[config.mk]
export PLATFORM = sky130hd
export DESIGN_NAME = qscp_top
export DESIGN_NICKNAME = d
export VERILOG_FILES = /design/src/common/qscp_pkg.sv /design/src/qscp_buf.sv /design/src/qscp_top.sv
export SDC_FILE = /design/constraint.sdc
export NUM_CORES = 1
export LEC_CHECK = 0
export BUFFER_PORTS_ARGS = -buffer_cell sky130_fd_sc_hd__clkbuf_2
export CAP_MARGIN = 20
export CORE_MARGIN = 1
export CORE_UTILIZATION = 45
export DETAILED_ROUTE_END_ITERATION = 10
export PLACE_DENSITY = 0.72
export SYNTH_ARGS = -nofsm -noshare
export SYNTH_HDL_FRONTEND = slang
export SYNTH_SLANG_ARGS = --single-unit
[constraint.sdc]
create_clock -name clk -period 5 [get_ports clk]
set_clock_uncertainty 0.1 [all_clocks]
set_input_delay 0.75 -clock clk [delete_from_list [all_inputs] [get_ports clk]]
set_output_delay 0.75 -clock clk [all_outputs]
set_load 0.02 [all_outputs]
[src/common/qscp_pkg.sv]
// Package with constants and types for the queued serial control port
package qscp_pkg;

    localparam int unsigned QSCP_WORD_W = 8;
    localparam int unsigned QSCP_NUM_CS = 5;
    localparam int unsigned QSCP_NUM_PINS = 8;

    // Pin positions on the pin vectors
    localparam int unsigned QSCP_PIN_CS0 = 0;
    localparam int unsigned QSCP_PIN_SCK = 5;
    localparam int unsigned QSCP_PIN_MOSI = 6;
    localparam int unsigned QSCP_PIN_MISO = 7;

    // Index of the last of the 16 edges per word
    localparam logic [3:0] QSCP_LAST_EDGE = 4'h f;

    // Reset values
    localparam logic [7:0] QSCP_PIN_OUT_RST = 8'h00;
    localparam logic [7:0] QSCP_PIN_OE_N_RST = 8'hff;
    localparam logic [7:0] QSCP_WORD_RST = 8'h00;
    localparam logic [7:0] QSCP_CNT_RST = 8'h00;
    localparam logic [3:0] QSCP_EDGE_RST = 4'h0;

    typedef enum logic [2:0] {
        QSCP_ST_IDLE = 3'h0,
        QSCP_ST_LEAD = 3'h1,
        QSCP_ST_SHIFT = 3'h2,
        QSCP_ST_TRAIL = 3'h3,
        QSCP_ST_PUSH = 3'h4
    } qscp_state_e;

    typedef struct packed {
        logic [4:0] cs_active_high;
        logic [2:0] cs_index;
        logic [7:0] lead_cycles;
        logic [7:0] half_period;
        logic cpol;
        logic cpha;
        logic miso_fall;
        logic lsb_first;
    } qscp_cfg_s;

    localparam qscp_cfg_s QSCP_CFG_RST = '0;

endpackage

[src/qscp_buf.sv]
// Two-entry receive buffer with valid and ready on both sides
`timescale 1ns/100ps
`default_nettype none
module qscp_buf
    import qscp_pkg::*;
(
    input wire logic clk,
    input wire logic rst,
    input wire logic [7:0] in_data,
    input wire logic in_valid,
    output logic in_ready,
    output logic [7:0] out_data,
    output logic out_valid,
    input wire logic out_ready
);

    logic [7:0] ent_r [0:1];
    logic [1:0] vld_r;
    logic push;
    logic pop;

    assign in_ready = ~vld_r[1];
    assign push = in_valid & ~vld_r[1];
    assign pop = vld_r[0] & out_ready;
    assign out_data = ent_r[0];
    assign out_valid = vld_r[0];

    always_ff @(posedge clk) begin
        if (rst) begin
            vld_r <= 2'h0;
        end else if (pop) begin
            vld_r[0] <= push | vld_r[1];
            vld_r[1] <= 1'b0;
        end else if (push) begin
            if (vld_r[0]) begin
                vld_r[1] <= 1'b1;
            end else begin
                vld_r[0] <= 1'b1;
            end
        end
    end

    always_ff @(posedge clk) begin
        if (rst) begin
            ent_r[0] <= QSCP_WORD_RST;
            ent_r[1] <= QSCP_WORD_RST;
        end else if (pop) begin
            ent_r[0] <= push ? in_data : ent_r[1];
        end else if (push) begin
            if (vld_r[0]) begin
                ent_r[1] <= in_data;
            end else begin
                ent_r[0] <= in_data;
            end
        end
    end

endmodule
`default_nettype wire

[src/qscp_top.sv]
// Queued serial control port: SPI master with per-pin general purpose fallback
`timescale 1ns/100ps
`default_nettype none
module qscp_top
    import qscp_pkg::*;
(
    input wire logic clk,
    input wire logic rst,
    input wire qscp_cfg_s cfg,
    input wire logic [7:0] func_en,
    input wire logic [7:0] gpio_out,
    input wire logic [7:0] gpio_dir_out,
    output logic [7:0] gpio_in,
    input wire logic [7:0] tx_data,
    input wire logic tx_valid,
    output logic tx_ready,
    output logic [7:0] rx_data,
    output logic rx_valid,
    input wire logic rx_ready,
    output logic busy,
    input wire logic [7:0] pin_in,
    output logic [7:0] pin_out,
    output logic [7:0] pin_oe_n
);

    ////////////////////////////////////////////////////////////////////////////////
    // Bit helpers

    function automatic logic out_bit(input logic [7:0] w, input logic lsb);
        out_bit = lsb ? w[0] : w[7];
    endfunction

    function automatic logic [7:0] shift_word(input logic [7:0] w, input logic b,
                                              input logic lsb);
        shift_word = lsb ? {b, w[7:1]} : {w[6:0], b};
    endfunction

    ////////////////////////////////////////////////////////////////////////////////
    // Declarations

    qscp_state_e state_r;
    qscp_state_e state_nxt;
    qscp_cfg_s cfg_r;
    logic [7:0] cnt_r;
    logic [3:0] edge_r;
    logic sck_r;
    logic mosi_r;
    logic cs_on_r;
    logic [7:0] tx_sh_r;
    logic [7:0] rx_sh_r;
    logic tx_ready_r;
    logic busy_r;
    logic [7:0] pin_out_r;
    logic [7:0] pin_oe_n_r;
    logic [7:0] gpio_in_r;
    logic accept;
    logic tick;
    logic sck_new;
    logic chg_edge;
    logic smp_edge;
    logic buf_in_ready;
    logic push;
    logic [7:0] drv_out;
    logic [7:0] drv_oe_n;

    assign accept = tx_valid & tx_ready_r;
    assign tick = (cnt_r >= cfg_r.half_period);
    assign sck_new = ~sck_r;
    // Change edges: trailing before the last for phase 0, leading after the first for phase 1
    assign chg_edge = cfg_r.cpha ? (~edge_r[0] & (edge_r != QSCP_EDGE_RST))
                                 : (edge_r[0] & (edge_r != QSCP_LAST_EDGE));
    assign smp_edge = (sck_new == ~cfg_r.miso_fall);
    assign push = (state_r == QSCP_ST_PUSH);

    ////////////////////////////////////////////////////////////////////////////////
    // Sequencer

    always_comb begin
        state_nxt = state_r;
        unique case (state_r)
            QSCP_ST_IDLE: begin
                if (accept) begin
                    state_nxt = QSCP_ST_LEAD;
                end
            end
            QSCP_ST_LEAD: begin
                if (cnt_r >= cfg_r.lead_cycles) begin
                    state_nxt = QSCP_ST_SHIFT;
                end
            end
            QSCP_ST_SHIFT: begin
                if (tick && edge_r == QSCP_LAST_EDGE) begin
                    state_nxt = QSCP_ST_TRAIL;
                end
            end
            QSCP_ST_TRAIL: begin
                if (tick) begin
                    state_nxt = QSCP_ST_PUSH;
                end
            end
            QSCP_ST_PUSH: begin
                if (buf_in_ready) begin
                    state_nxt = QSCP_ST_IDLE;
                end
            end
        endcase
    end

    always_ff @(posedge clk) begin
        if (rst) begin
            state_r <= QSCP_ST_IDLE;
        end else begin
            state_r <= state_nxt;
        end
    end

    always_ff @(posedge clk) begin
        if (rst) begin
            tx_ready_r <= 1'b0;
            busy_r <= 1'b0;
        end else begin
            tx_ready_r <= (state_nxt == QSCP_ST_IDLE) && !accept;
            busy_r <= (state_nxt != QSCP_ST_IDLE);
        end
    end

    always_ff @(posedge clk) begin
        if (rst) begin
            cfg_r <= QSCP_CFG_RST;
        end else if (accept) begin
            cfg_r <= cfg;
        end
    end

    always_ff @(posedge clk) begin
        if (rst) begin
            cnt_r <= QSCP_CNT_RST;
        end else if (state_r != state_nxt || (state_r == QSCP_ST_SHIFT && tick)) begin
            cnt_r <= QSCP_CNT_RST;
        end else begin
            cnt_r <= cnt_r + 8'h01;
        end
    end

    ////////////////////////////////////////////////////////////////////////////////
    // Serial clock and edge count

    always_ff @(posedge clk) begin
        if (rst) begin
            sck_r <= 1'b0;
            edge_r <= QSCP_EDGE_RST;
        end else if (accept) begin
            sck_r <= cfg.cpol;
            edge_r <= QSCP_EDGE_RST;
        end else if (state_r == QSCP_ST_SHIFT && tick) begin
            sck_r <= sck_new;
            edge_r <= edge_r + 4'h1;
        end
    end

    ////////////////////////////////////////////////////////////////////////////////
    // Chip select hold

    always_ff @(posedge clk) begin
        if (rst) begin
            cs_on_r <= 1'b0;
        end else if (accept) begin
            cs_on_r <= 1'b1;
        end else if (state_r == QSCP_ST_TRAIL && tick) begin
            cs_on_r <= 1'b0;
        end
    end

    ////////////////////////////////////////////////////////////////////////////////
    // Transmit and receive shifters

    always_ff @(posedge clk) begin
        if (rst) begin
            tx_sh_r <= QSCP_WORD_RST;
            mosi_r <= 1'b0;
        end else if (accept) begin
            tx_sh_r <= tx_data;
            mosi_r <= out_bit(tx_data, cfg.lsb_first);
        end else if (state_r == QSCP_ST_SHIFT && tick && chg_edge) begin
            tx_sh_r <= shift_word(tx_sh_r, 1'b0, cfg_r.lsb_first);
            mosi_r <= out_bit(shift_word(tx_sh_r, 1'b0, cfg_r.lsb_first),
                              cfg_r.lsb_first);
        end
    end

    always_ff @(posedge clk) begin
        if (rst) begin
            rx_sh_r <= QSCP_WORD_RST;
        end else if (state_r == QSCP_ST_SHIFT && tick && smp_edge) begin
            rx_sh_r <= shift_word(rx_sh_r, pin_in[QSCP_PIN_MISO], cfg_r.lsb_first);
        end
    end

    qscp_buf u_rx_buf (
        .clk(clk),
        .rst(rst),
        .in_data(rx_sh_r),
        .in_valid(push),
        .in_ready(buf_in_ready),
        .out_data(rx_data),
        .out_valid(rx_valid),
        .out_ready(rx_ready)
    );

    ////////////////////////////////////////////////////////////////////////////////
    // Pin multiplexing

    always_comb begin
        drv_out = gpio_out;
        drv_oe_n = ~gpio_dir_out;
        for (int i = 0; i < QSCP_NUM_CS; i++) begin
            if (func_en[QSCP_PIN_CS0 + i]) begin
                drv_out[QSCP_PIN_CS0 + i] = (cs_on_r && cfg_r.cs_index == 3'(i))
                                            ~^ cfg.cs_active_high[i];
                drv_oe_n[QSCP_PIN_CS0 + i] = 1'b0;
            end
        end
        if (func_en[QSCP_PIN_SCK]) begin
            drv_out[QSCP_PIN_SCK] = busy_r ? sck_r : cfg.cpol;
            drv_oe_n[QSCP_PIN_SCK] = 1'b0;
        end
        if (func_en[QSCP_PIN_MOSI]) begin
            drv_out[QSCP_PIN_MOSI] = mosi_r;
            drv_oe_n[QSCP_PIN_MOSI] = 1'b0;
        end
        if (func_en[QSCP_PIN_MISO]) begin
            drv_out[QSCP_PIN_MISO] = 1'b0;
            drv_oe_n[QSCP_PIN_MISO] = 1'b1;
        end
    end

    always_ff @(posedge clk) begin
        if (rst) begin
            pin_out_r <= QSCP_PIN_OUT_RST;
            pin_oe_n_r <= QSCP_PIN_OE_N_RST;
            gpio_in_r <= QSCP_PIN_OUT_RST;
        end else begin
            pin_out_r <= drv_out;
            pin_oe_n_r <= drv_oe_n;
            gpio_in_r <= pin_in;
        end
    end

    assign tx_ready = tx_ready_r;
    assign busy = busy_r;
    assign pin_out = pin_out_r;
    assign pin_oe_n = pin_oe_n_r;
    assign gpio_in = gpio_in_r;

endmodule
`default_nettype wire

==> metrics.md, run 1 <==
| Metric | Value |
|---|---|
| Cells after synthesis | `499` |
| Sw power | `0.725 mW` |
| Nature of the critical path startpoint | `register` |
| Number of remaining DRC errors | `0` |
| Count of maximum capacitance violations | `0` |
| Die area | `0.0105 mm^2` |
| Horizontal die dimension | `102 um` |
| Total number of vias | `3710` |
| Post-CTS setup repair buffer count | `0` |
| Critical path start-end classification | `reg -> reg` |
| Clk_lat worst skew | `0.37 ns` |
| Gate power share | `0.261` |
| Number of synthesized flops with an enable pin | `16` |
| Cells along the critical path | `inv_1 > ha_1 > nand2b_4 > a2111o_1 > a31oi_2 > nor3_1 > xnor2_1 > a211oi_1` |
| WP data required | `5.19 ns` |
| Worst path slowest cell | `sky130_fd_sc_hd__a31oi_2` |
| Layout cell share with drive strength beyond 1 | `0.225` |
| Pin count of the biggest net entering global routing | `43` |
| Site Rows | `36` |
| Count of input and output buffers | `106` |
| Count of final setup violators | `0` |
| Register bit total from synthesis | `100` |
| Storage element area | `0.00216 mm^2` |
| Clock Pin Slew Worst Setup and Hold Paths | `0.10 ns` |
| Cell type with the largest total area after synthesis | `sky130_fd_sc_hd__dfxtp_1` |
| Most used standard cells in the synthesized netlist | `sky130_fd_sc_hd__dfxtp_1, sky130_fd_sc_hd__nand2_1, sky130_fd_sc_hd__nor2_1` |
| Highest attainable clock frequency | `369 MHz` |
| Hold Violations, Final | `0` |
| Slowest cell delay on critical path | `0.58 ns` |
| Outcome | `finished, final reports clean` |
| Vias per Instance | `5.05` |
| Number of DRC markers in iteration 0 | `73` |
| Layout Area Growth over Synthesis | `18.7%` |
| Pin slew with the least headroom to its limit | `1.01 ns` |
| Final Critical Period | `2.71 ns` |
| Clock root buffer master | `sky130_fd_sc_hd__clkbuf_8` |
| Warning count from the yosys run | `0` |
| Async S/R FF share, synth | `0` |
| Setup repair after global routing missed its margin | `no` |
| Mean area per synthesized cell | `9.10 um^2` |
| Maximum resistive drop on vdd | `0.246 mV` |
| Worst relative slew slack | `0.322` |
| TritonCTS clock tree | `yes` |
| Syn Std Cell Area | `0.00454 mm^2` |
| Cell types with the largest area share after synthesis | `sky130_fd_sc_hd__dfxtp_1, sky130_fd_sc_hd__edfxtp_1, sky130_fd_sc_hd__mux2i_1` |
| Net Count, Synth | `590` |
| Antenna-violating nets left | `0` |
| Arrival time at the worst endpoint | `2.90 ns` |
| Min-delay worst type | `reg -> reg` |
| Final number of max-transition violations | `0` |
| GRT Util Overall | `0.182` |
| Area taken by multi-input logic gates | `0.00220 mm^2` |
| Startpoint of the worst hold path | `cfg_r[14]` |
| Min Hold Slack | `0.359 ns` |
| Power per Cell Area | `382 mW/mm^2` |
| Number of antenna cells inserted | `0` |
| Register area share after synthesis | `0.476` |
| Die span in y | `102 um` |
| Critical path origin | `cnt_r[0]` |
| Delay-heaviest family, CP | `compound AO/OA/AOI/OAI gates` |
| Kind of end point of the critical path | `register` |
| Hold buffer count at cts | `0` |
| Proportion of power drawn by the clock network | `0.250` |
| Number of ports placed on the die boundary | `107` |
| Most frequently used cell type in the post-synthesis netlist | `sky130_fd_sc_hd__dfxtp_1` |
| Routed Wire Length | `9060 um` |
| Detailed-route wire length per cell | `12.3 um` |
| Internal power of the cells | `1.34 mW` |
| Static leakage | `2.20 nW` |
| Pre-antenna DRT Iters | `4` |
| Utilization after layout | `0.551` |
| Clock tree sinks | `100` |
| Cell variety after synth | `45` |
| Via count of the first global-routing pass | `3516` |
| Fillers | `903` |
| Initial cell density of the core | `0.465` |
| HPWL after detailed placement | `6760 um` |
| Final worst path period share | `0.542` |
| Placeable core region | `0.00977 mm^2` |
| Bufs on Longest Clock Path | `2` |
| Total of cells resized after clock tree synthesis | `0` |
| TritonCTS buffer count | `9` |
| Switching Share | `0.352` |
| Post-synth top area share | `0.370` |
| Number of antenna violations at the first check in global routing | `0` |
| Remaining global-route overflow | `0` |
| Source of the worst register-to-register timing path | `cnt_r[0]` |
| Most instantiated flip-flop cell in the synthesis netlist | `sky130_fd_sc_hd__dfxtp_1` |
| Global-route wire length before repair | `15100 um` |
| Final-layout setup total negative slack | `0 ns` |
| Final estimated routing congestion in global placement | `0.850` |
| Max FO, Critical Path | `12` |
| Net count of the finished layout | `687` |
| Critical path buffers and inverters | `1` |
| H-Tree Depth | `3` |
| Sequential share of power | `0.488` |
==> layout make-up <==
class / count / area share
timing repair buffer: 111 / 0.105
sequential: 100 / 0.401
clock buffer: 9 / 0.0230
inverter: 20 / 0.0139
clock inverter: 7 / 0.0169
tap: 133 / 0.0309
multi-input combinational: 354 / 0.409
==> logic make-up (layout without fill, tap and decap cells) <==
family | count (synthesis) | after routing | share of synthesized area
simple gates | 192 | 192 | 0.198
flops | 100 | 100 | 0.476
compound gates | 93 | 93 | 0.129
buf+inv | 45 | 147 | 0.0397
mux | 33 | 33 | 0.0727
fa+ha+maj | 19 | 19 | 0.0524
xor+xnor | 17 | 17 | 0.0328
==> power by group through the flow <==
stage	Combinational (mW)	Sequential (mW)	Clock, mW
6_report	0.538	1.01	0.516
2_1_floorplan	0.411	1.01	0
4_1_cts	0.541	1.01	0.536
3_5_place_dp	0.538	1.02	0
5_1_grt	0.604	1.02	0.568
3_3_place_gp	0.524	1.02	0
==> worst register-to-register path: cells and delay by family, from the launching register on <==
family	cells	cell delay, ns
adders and majority gates	1	0.27
AOI/OAI and AO/OA	3	1.22
DFF	1	0.39
and+or+nand+nor	2	0.39
xor gates and xnor gates	1	0.19
buffers and inverters	1	0.08
==> worst paths after layout <==
check / endpoint / slack (ns) / cells after the start
hold / removal: cfg_r[14] / 0.36 / 2
setup / recovery: sck_r / 2.29 / 8
setup reg to reg: sck_r / 2.29 / 8
hold reg to reg: cfg_r[14] / 0.36 / 2
==> per-stage QoR <==
| step | worst slack [ns] | std cells | power, mW | area [um^2] |
|---|---|---|---|---|
| floorplan | 2.69 | 499 | 1.42 | 4540 |
| global placement | 2.31 | 717 | 1.54 | 5170 |
| detailed placement | 2.18 | 717 | 1.56 | 5170 |
| CTS | 2.16 | 733 | 2.08 | 5380 |
| global route | 2.11 | 734 | 2.19 | 5390 |
| finish | 2.29 | 734 | 2.06 | 5390 |
==> routing by layer <==
layer	part of all wire	vias to the layer above	GRT usage
met4	0.0099	0	0.0593
met3	0.039	10	0.0410
met5	0	-	0
li1	-	1902	-
met1	0.44	1718	0.210
met2	0.51	80	0.331
==> cell usage in the layout (no fill, tap or decap), drive strengths merged, types with 2 or more instances in the layout <==
cell type / instances
nor4b: 4
a211oi: 13
o21ba: 2
dfxtp: 84
a31oi: 2
a221oi: 2
and2: 12
ha: 19
xnor2: 13
nor4: 2
o21bai: 7
nor3: 6
mux2i: 33
nor2b: 13
inv: 22
nor3b: 3
nor2: 48
nor4bb: 2
a211o: 2
o21ai: 19
nand2: 79
xor2: 4
clkbuf: 115
edfxtp: 16
a21oi: 39
nand2b: 7
buf: 5
and3: 3
nand3: 12
clkinv: 5
==> sequential cells by signal (all words and copies together) (netlist names) <==
name and flops:
gpio_in 8, sck_r 1, mosi_r 1, pin_oe_n 8
cnt_r 8, pin_out 8, u_rx_buf.ent_r 16, busy 1
tx_sh_r 8, rx_sh_r 8, cfg_r 22, edge_r 4
tx_ready 1, cs_on_r 1, state_r 3, u_rx_buf.vld_r 2
No activity file was read; power rests on OpenSTA's default activity.
==> inputs of run 2 (changes only) <==
clock period = 2.5 ns   (was 5 ns; I/O delays follow)
==> run 2 against run 1 <==
Compared with the run above:
- worst hold slack got worse by 0.28 ns
- register-to-register slack lost 2.2 ns
- via count is 2.8% higher
- critical endpoint is now busy
- largest power group unchanged
==> metrics.md, run 2 (same netlist as run 1, synthesis figures left out) <==
| Metric | Value |
|---|---|
| GRT Util Overall | `0.197 (+0.0149)` |
| Outcome | `finished, final reports clean` |
| Maximum resistive drop on vdd | `0.444 mV (+81%)` |
| Register-to-Register Path Depth | `9 (+1)` |
| Clock tree sinks | `100 (unchanged)` |
| TritonCTS clock tree | `yes` |
| Final estimated routing congestion in global placement | `0.841 (-1.1%)` |
| Reg2reg setup slack | `0.11 ns (-2.18 ns)` |
| Max FO, Critical Path | `11 (-1)` |
| Remaining global-route overflow | `0 (unchanged)` |
| Highest attainable clock frequency | `418 MHz (+13%)` |
| Sequential share of power | `0.450 (-0.038)` |
| Number of DRC markers in iteration 0 | `206 (+180%)` |
| Net count of the finished layout | `703 (+2.3%)` |
| Clk_lat worst skew | `0.35 ns (-0.02 ns)` |
| Largest reg by FF count | `cfg_r` |
| Final Critical Period | `2.39 ns (-0.317 ns)` |
| Global-route wire length before repair | `16300 um (+8.3%)` |
| Source of the worst register-to-register timing path | `cnt_r[0]` |
| Placeable core region | `0.00977 mm^2 (unchanged)` |
| Total number of vias | `3815 (+2.8%)` |
| Detailed-route wire length per cell | `13.1 um (+5.8%)` |
| Critical path start-end classification | `reg -> reg` |
| Horizontal die dimension | `102 um (unchanged)` |
| Proportion of power drawn by the clock network | `0.264 (+0.014)` |
| Number of antenna violations at the first check in global routing | `0 (unchanged)` |
| Placed Instances | `733 (+2.2%)` |
| Pin count of the biggest net entering global routing | `43 (unchanged)` |
| Count of final setup violators | `0 (unchanged)` |
| WP data required | `2.65 ns (-2.54 ns)` |
| Worst relative slew slack | `0.524 (+0.202)` |
| Nature of the critical path startpoint | `register` |
| Via count of the first global-routing pass | `3568 (+1.5%)` |
| Kind of end point of the critical path | `register` |
| Critical path origin | `cnt_r[0]` |
| Bufs on Longest Clock Path | `2 (unchanged)` |
| Vias per Instance | `5.09 (+0.64%)` |
| TritonCTS buffer count | `9 (unchanged)` |
| Total Power Consumption | `4.40 mW (+110%)` |
| Leading cell type in the layout, fill and taps excluded | `sky130_fd_sc_hd__clkbuf_2` |
| Top flop regs | `cfg_r x22, u_rx_buf.ent_r x16` |
| Pre-antenna DRT Iters | `4 (unchanged)` |
| Site Rows | `36 (unchanged)` |
| HPWL after detailed placement | `7320 um (+8.2%)` |
| Clock Pin Slew Worst Setup and Hold Paths | `0.09 ns (about the same)` |
| Layout cell share with drive strength beyond 1 | `0.246 (+0.0217)` |
| Routed Wire Length | `9790 um (+8.1%)` |
| Clock root buffer master | `sky130_fd_sc_hd__clkbuf_8` |
| Worst hold path endpoint | `pin_oe_n[7]` |
| Gate power share | `0.286 (+0.025)` |
| Most used cells in the layout excluding fill and tap cells | `sky130_fd_sc_hd__clkbuf_2, sky130_fd_sc_hd__dfxtp_1, sky130_fd_sc_hd__nand2_1` |
| Largest register FFs | `22 (unchanged)` |
| Worst reg2reg endpoint | `busy` |
| Switching Share | `0.324 (-0.0277)` |
| Antenna-violating nets left | `0 (unchanged)` |
| Number of remaining DRC errors | `0 (unchanged)` |
| H-Tree Depth | `3 (unchanged)` |
| Number of antenna cells inserted | `0 (unchanged)` |
| Min-delay worst type | `in -> reg` |
| Die span in y | `102 um (unchanged)` |
| Startpoint of the worst hold path | `gpio_dir_out[7]` |
| Hold path depth | `2 (unchanged)` |
| Internal power of the cells | `2.98 mW (+120%)` |
| Pin slew with the least headroom to its limit | `0.713 ns (-0.302 ns)` |
| Layout Area Growth over Synthesis | `22.6%` |
| Hold Violations, Final | `0 (unchanged)` |
| Static leakage | `2.30 nW (+4.6%)` |
| Setup repair after global routing missed its margin | `no` |
| Final worst path period share | `0.957 (+0.415)` |
| Number of ports placed on the die boundary | `107 (unchanged)` |
| Arrival time at the worst endpoint | `2.54 ns (-0.36 ns)` |
| Final number of max-transition violations | `0 (unchanged)` |
| Count of input and output buffers | `106 (unchanged)` |
| Count of maximum capacitance violations | `0 (unchanged)` |
| Sw power | `1.43 mW (+97%)` |
| Initial cell density of the core | `0.465 (unchanged)` |
| Power per Cell Area | `791 mW/mm^2 (+110%)` |
| Cell Count, Final, Fillers Out | `750 (+2.2%)` |
| Die area | `0.0105 mm^2 (unchanged)` |
| Fillers | `876 (-3.0%)` |
==> run 2: cell types whose count changed in the layout (fill, tap and decap cells not counted), sizes merged <==
cell and delta:
clkbuf +2, clkinvlp +1, buf +16, inv -1, bufinv +2, clkinv -4
==> run 2: critical path: stages, from the launching register on <==
cell                       delay [ns]
sky130_fd_sc_hd__dfxtp_1         0.34
sky130_fd_sc_hd__inv_1           0.06
sky130_fd_sc_hd__ha_1            0.26
sky130_fd_sc_hd__nand2b_4        0.14
sky130_fd_sc_hd__a2111o_1        0.45
sky130_fd_sc_hd__a31oi_4         0.24
sky130_fd_sc_hd__buf_6           0.19
sky130_fd_sc_hd__mux2i_1         0.08
sky130_fd_sc_hd__a211o_1         0.28
sky130_fd_sc_hd__o21ba_1         0.17
==> run 2: metal layers <==
| metal | track usage | share of wire | up-vias |
|---|---|---|---|
| met1 | 0.251 | 0.44 | 1766 |
| li1 | - | - | 1926 |
| met5 | 0 | 0 | - |
| met2 | 0.338 | 0.49 | 106 |
| met4 | 0.0692 | 0.018 | 0 |
| met3 | 0.0301 | 0.050 | 17 |
==> run 2: repair_timing <==
item | CTS | global route
hold buffers | 0 | 0
setup buffers | 0 | 1
gates resized for setup | 2 | 3
setup endpoints to repair | 8 | 19
pin swaps | 0 | 2
==> run 2: metrics by stage <==
stage / worst slack [ns] / hold slack [ns] / util / instance area, um^2 / setup TNS (ns)
floorplan: 0.192 / 0.336 / - / 4540 / 0
global placement: 0.103 / 0.345 / 0.542 / 5300 / 0
detailed placement: -0.0728 / 0.348 / 0.542 / 5300 / -0.195
CTS: 0.0641 / 0.0661 / 0.568 / 5550 / 0
global route: 0.00970 / 0.0597 / 0.570 / 5570 / 0
finish: 0.107 / 0.0771 / 0.570 / 5570 / 0
==> run 2: power by group through the flow <==
stage                     sequential, mW  combinational [mW]  clock, mW
final                               1.98                1.26       1.16
after global routing                2.01                1.41       1.27
after CTS                           1.98                1.24       1.18
after detailed placement            2.01                1.21          0
after global placement              2.00                1.17          0
after floorplan                     2.01               0.822          0
==> run 2: worst max path at each step <==
stage | to | slack (ns) | depth (start not counted)
after floorplan | busy | 0.19 | 9
after global placement | rx_sh_r[2] | 0.10 | 8
after detailed placement | rx_sh_r[3] | -0.07 | 8
after CTS | busy | 0.06 | 9
after global routing | busy | 0.01 | 9
final | busy | 0.11 | 9
==> run 2: layout make-up <==
type                            count  area (um^2)  share of cell area
Clock buffer                       11          151              0.0272
Clock inverter                      5         81.3              0.0146
Inverter                           20         75.1              0.0135
Multi-Input combinational cell    354         2230               0.400
Sequential cell                   100         2160               0.388
Tap cell                          133          166              0.0299
Timing Repair Buffer              127          704               0.127
==> inputs of run 3 (changes only) <==
PLACE_DENSITY = 0.74   (was 0.72)
clock period = 3 ns   (was 2.5 ns; I/O delays follow)
==> run 3 against run 2 <==
Compared with the run above:
- non-clock buffer count down 10
- worst hold slack better by 0.049 ns
- clock power down 26%
- critical path type unchanged
- critical endpoint unchanged
- largest power group unchanged
- highest routed layer unchanged
==> metrics.md, run 3 (same netlist as run 1, synthesis figures left out) <==
| Metric | Value |
|---|---|
| Outcome | `finished, final reports clean` |
| Final estimated routing congestion in global placement | `0.888 (+5.6%)` |
| Post-place instance area | `0.00521 mm^2 (-1.7%)` |
| Number of antenna cells inserted | `0 (unchanged)` |
| Storage element area | `0.00216 mm^2 (unchanged)` |
| Final Critical Period | `2.51 ns (+0.116 ns)` |
| Post-CTS setup repair buffer count | `0 (unchanged)` |
| Pin count of the biggest net entering global routing | `27 (-37%)` |
| Layout cell share with drive strength beyond 1 | `0.229 (-0.0174)` |
| Clock tree sinks | `100 (unchanged)` |
| Worst relative slew slack | `0.451 (-0.0729)` |
| Largest reg by FF count | `cfg_r` |
| Maximum resistive drop on vdd | `0.289 mV (-35%)` |
| Total non-filler cell area in the finished layout | `0.00541 mm^2 (-2.8%)` |
| Fillers | `888 (+1.4%)` |
| Hold buffer count at cts | `0 (unchanged)` |
| Arrival time at the worst endpoint | `2.67 ns (+0.13 ns)` |
| Final worst path period share | `0.836 (-0.121)` |
| Min-delay worst type | `in -> reg` |
| Number of DRC markers in iteration 0 | `163 (-21%)` |
| Met2 track demand over resource in global routing | `0.327 (-0.0118)` |
| Total number of vias | `3713 (-2.7%)` |
| Area taken by multi-input logic gates | `0.00220 mm^2 (-1.0%)` |
| Count of input and output buffers | `106 (unchanged)` |
| Detailed-route wire length per cell | `12.7 um (-2.7%)` |
| Vias per Instance | `5.02 (-1.4%)` |
| Gate power share | `0.273 (-0.013)` |
| Global-route layer with the greatest usage | `met2` |
| Initial cell density of the core | `0.465 (unchanged)` |
| Clk_lat worst skew | `0.37 ns (+0.02 ns)` |
| Pin slew with the least headroom to its limit | `0.824 ns (+0.111 ns)` |
| H-Tree Depth | `3 (unchanged)` |
| HPWL after detailed placement | `7060 um (-3.5%)` |
| Placeable core region | `0.00977 mm^2 (unchanged)` |
| Proportion of power drawn by the clock network | `0.247 (-0.017)` |
| Sw power | `1.17 mW (-18%)` |
| Antenna-violating nets left | `0 (unchanged)` |
| Switching Share | `0.337 (+0.0126)` |
| Site Rows | `36 (unchanged)` |
| Final-layout setup total negative slack | `0 ns (unchanged)` |
| Routed Wire Length | `9400 um (-4.0%)` |
| Global-route wire length before repair | `16000 um (-2.1%)` |
| Critical path start-end classification | `reg -> reg` |
| Max FO, Critical Path | `11 (unchanged)` |
| Met1 track demand over resource | `0.247 (-0.00458)` |
| Highest attainable clock frequency | `399 MHz (-4.6%)` |
| Sequential share of power | `0.480 (+0.030)` |
| Static leakage | `2.21 nW (-4.0%)` |
| Number of antenna violations at the first check in global routing | `0 (unchanged)` |
| Layout Area Growth over Synthesis | `19.2%` |
| Horizontal die dimension | `102 um (unchanged)` |
| Power per Cell Area | `640 mW/mm^2 (-19%)` |
| Net count of the finished layout | `693 (-1.4%)` |
| GRT Util Overall | `0.193 (-0.00384)` |
| Count of maximum capacitance violations | `0 (unchanged)` |
| Clock Pin Slew Worst Setup and Hold Paths | `0.10 ns (about the same)` |
| Clock root buffer master | `sky130_fd_sc_hd__clkbuf_8` |
| Largest register FFs | `22 (unchanged)` |
| Most used cells in the layout excluding fill and tap cells | `sky130_fd_sc_hd__clkbuf_2, sky130_fd_sc_hd__dfxtp_1, sky130_fd_sc_hd__nand2_1` |
| TritonCTS clock tree | `yes` |
| Via count of the first global-routing pass | `3557 (-0.31%)` |
| Count of final setup violators | `0 (unchanged)` |
| WP data required | `3.16 ns (+0.51 ns)` |
| Setup repair after global routing missed its margin | `no` |
| TritonCTS buffer count | `9 (unchanged)` |
| Internal power of the cells | `2.30 mW (-23%)` |
| Number of remaining DRC errors | `0 (unchanged)` |
| Final number of max-transition violations | `0 (unchanged)` |
| Top flop regs | `cfg_r x22, u_rx_buf.ent_r x16` |
| Leading cell type in the layout, fill and taps excluded | `sky130_fd_sc_hd__clkbuf_2` |
| Kind of end point of the critical path | `register` |
| Remaining global-route overflow | `0 (unchanged)` |
| Die area | `0.0105 mm^2 (unchanged)` |
| Nature of the critical path startpoint | `register` |
| Die span in y | `102 um (unchanged)` |
| Pre-antenna DRT Iters | `4 (unchanged)` |
| Hold Violations, Final | `0 (unchanged)` |
| Number of ports placed on the die boundary | `107 (unchanged)` |
| Bufs on Longest Clock Path | `2 (unchanged)` |
| Met3 GRT Util | `0.0404 (+0.0103)` |
| Total of cells resized after clock tree synthesis | `0 (-2)` |
-- run 3: worst max-delay path: stages (launching register included) --
cell	delay, ns
sky130_fd_sc_hd__dfxtp_1	0.38
sky130_fd_sc_hd__inv_1	0.08
sky130_fd_sc_hd__ha_1	0.27
sky130_fd_sc_hd__nand2b_4	0.13
sky130_fd_sc_hd__a2111o_1	0.41
sky130_fd_sc_hd__a31oi_2	0.25
sky130_fd_sc_hd__buf_4	0.23
sky130_fd_sc_hd__mux2i_1	0.09
sky130_fd_sc_hd__a211o_1	0.29
sky130_fd_sc_hd__o21ba_1	0.17
-- run 3: metal layers --
| layer | wire length [um] | vias to the layer above |
|---|---|---|
| li1 | - | 1912 |
| met1 | 4410 | 1711 |
| met2 | 4470 | 81 |
| met3 | 398 | 9 |
| met4 | 119 | 0 |
| met5 | 0 | - |
-- run 3: final timing paths --
path                  to  cells past startpoint  slack [ns]             from
max reg2reg         busy                      9        0.49         cnt_r[0]
min reg2reg     cfg_r[5]                      2        0.36         cfg_r[5]
max                 busy                      9        0.49         cnt_r[0]
min          pin_oe_n[7]                      2        0.13  gpio_dir_out[7]
-- run 3: power groups by stage --
stage | logic [mW] | clock network (mW) | registers [mW]
global placement | 0.909 | 0 | 1.69
floorplan | 0.685 | 0 | 1.68
CTS | 0.950 | 0.870 | 1.66
detailed placement | 0.945 | 0 | 1.69
global route | 1.07 | 0.934 | 1.69
finish | 0.945 | 0.855 | 1.67
-- run 3: layout make-up --
type / instances / share of cell area
Clock inverter: 5 / 0.0113
Sequential cell: 100 / 0.400
Clock buffer: 11 / 0.0243
Inverter: 20 / 0.0139
Timing Repair Buffer: 117 / 0.113
Tap cell: 133 / 0.0308
Multi-Input combinational cell: 354 / 0.407
-- run 3: through the flow --
stage | worst slack (ns) | hold WS (ns) | utilization | cells | power (mW)
5_1_grt | 0.321 | 0.115 | 0.554 | 740 | 3.69
4_1_cts | 0.404 | 0.122 | 0.553 | 739 | 3.48
6_report | 0.491 | 0.126 | 0.554 | 740 | 3.47
2_1_floorplan | 0.692 | 0.336 | - | 499 | 2.36
3_3_place_gp | 0.566 | 0.344 | 0.533 | 723 | 2.60
3_5_place_dp | 0.428 | 0.350 | 0.533 | 723 | 2.64
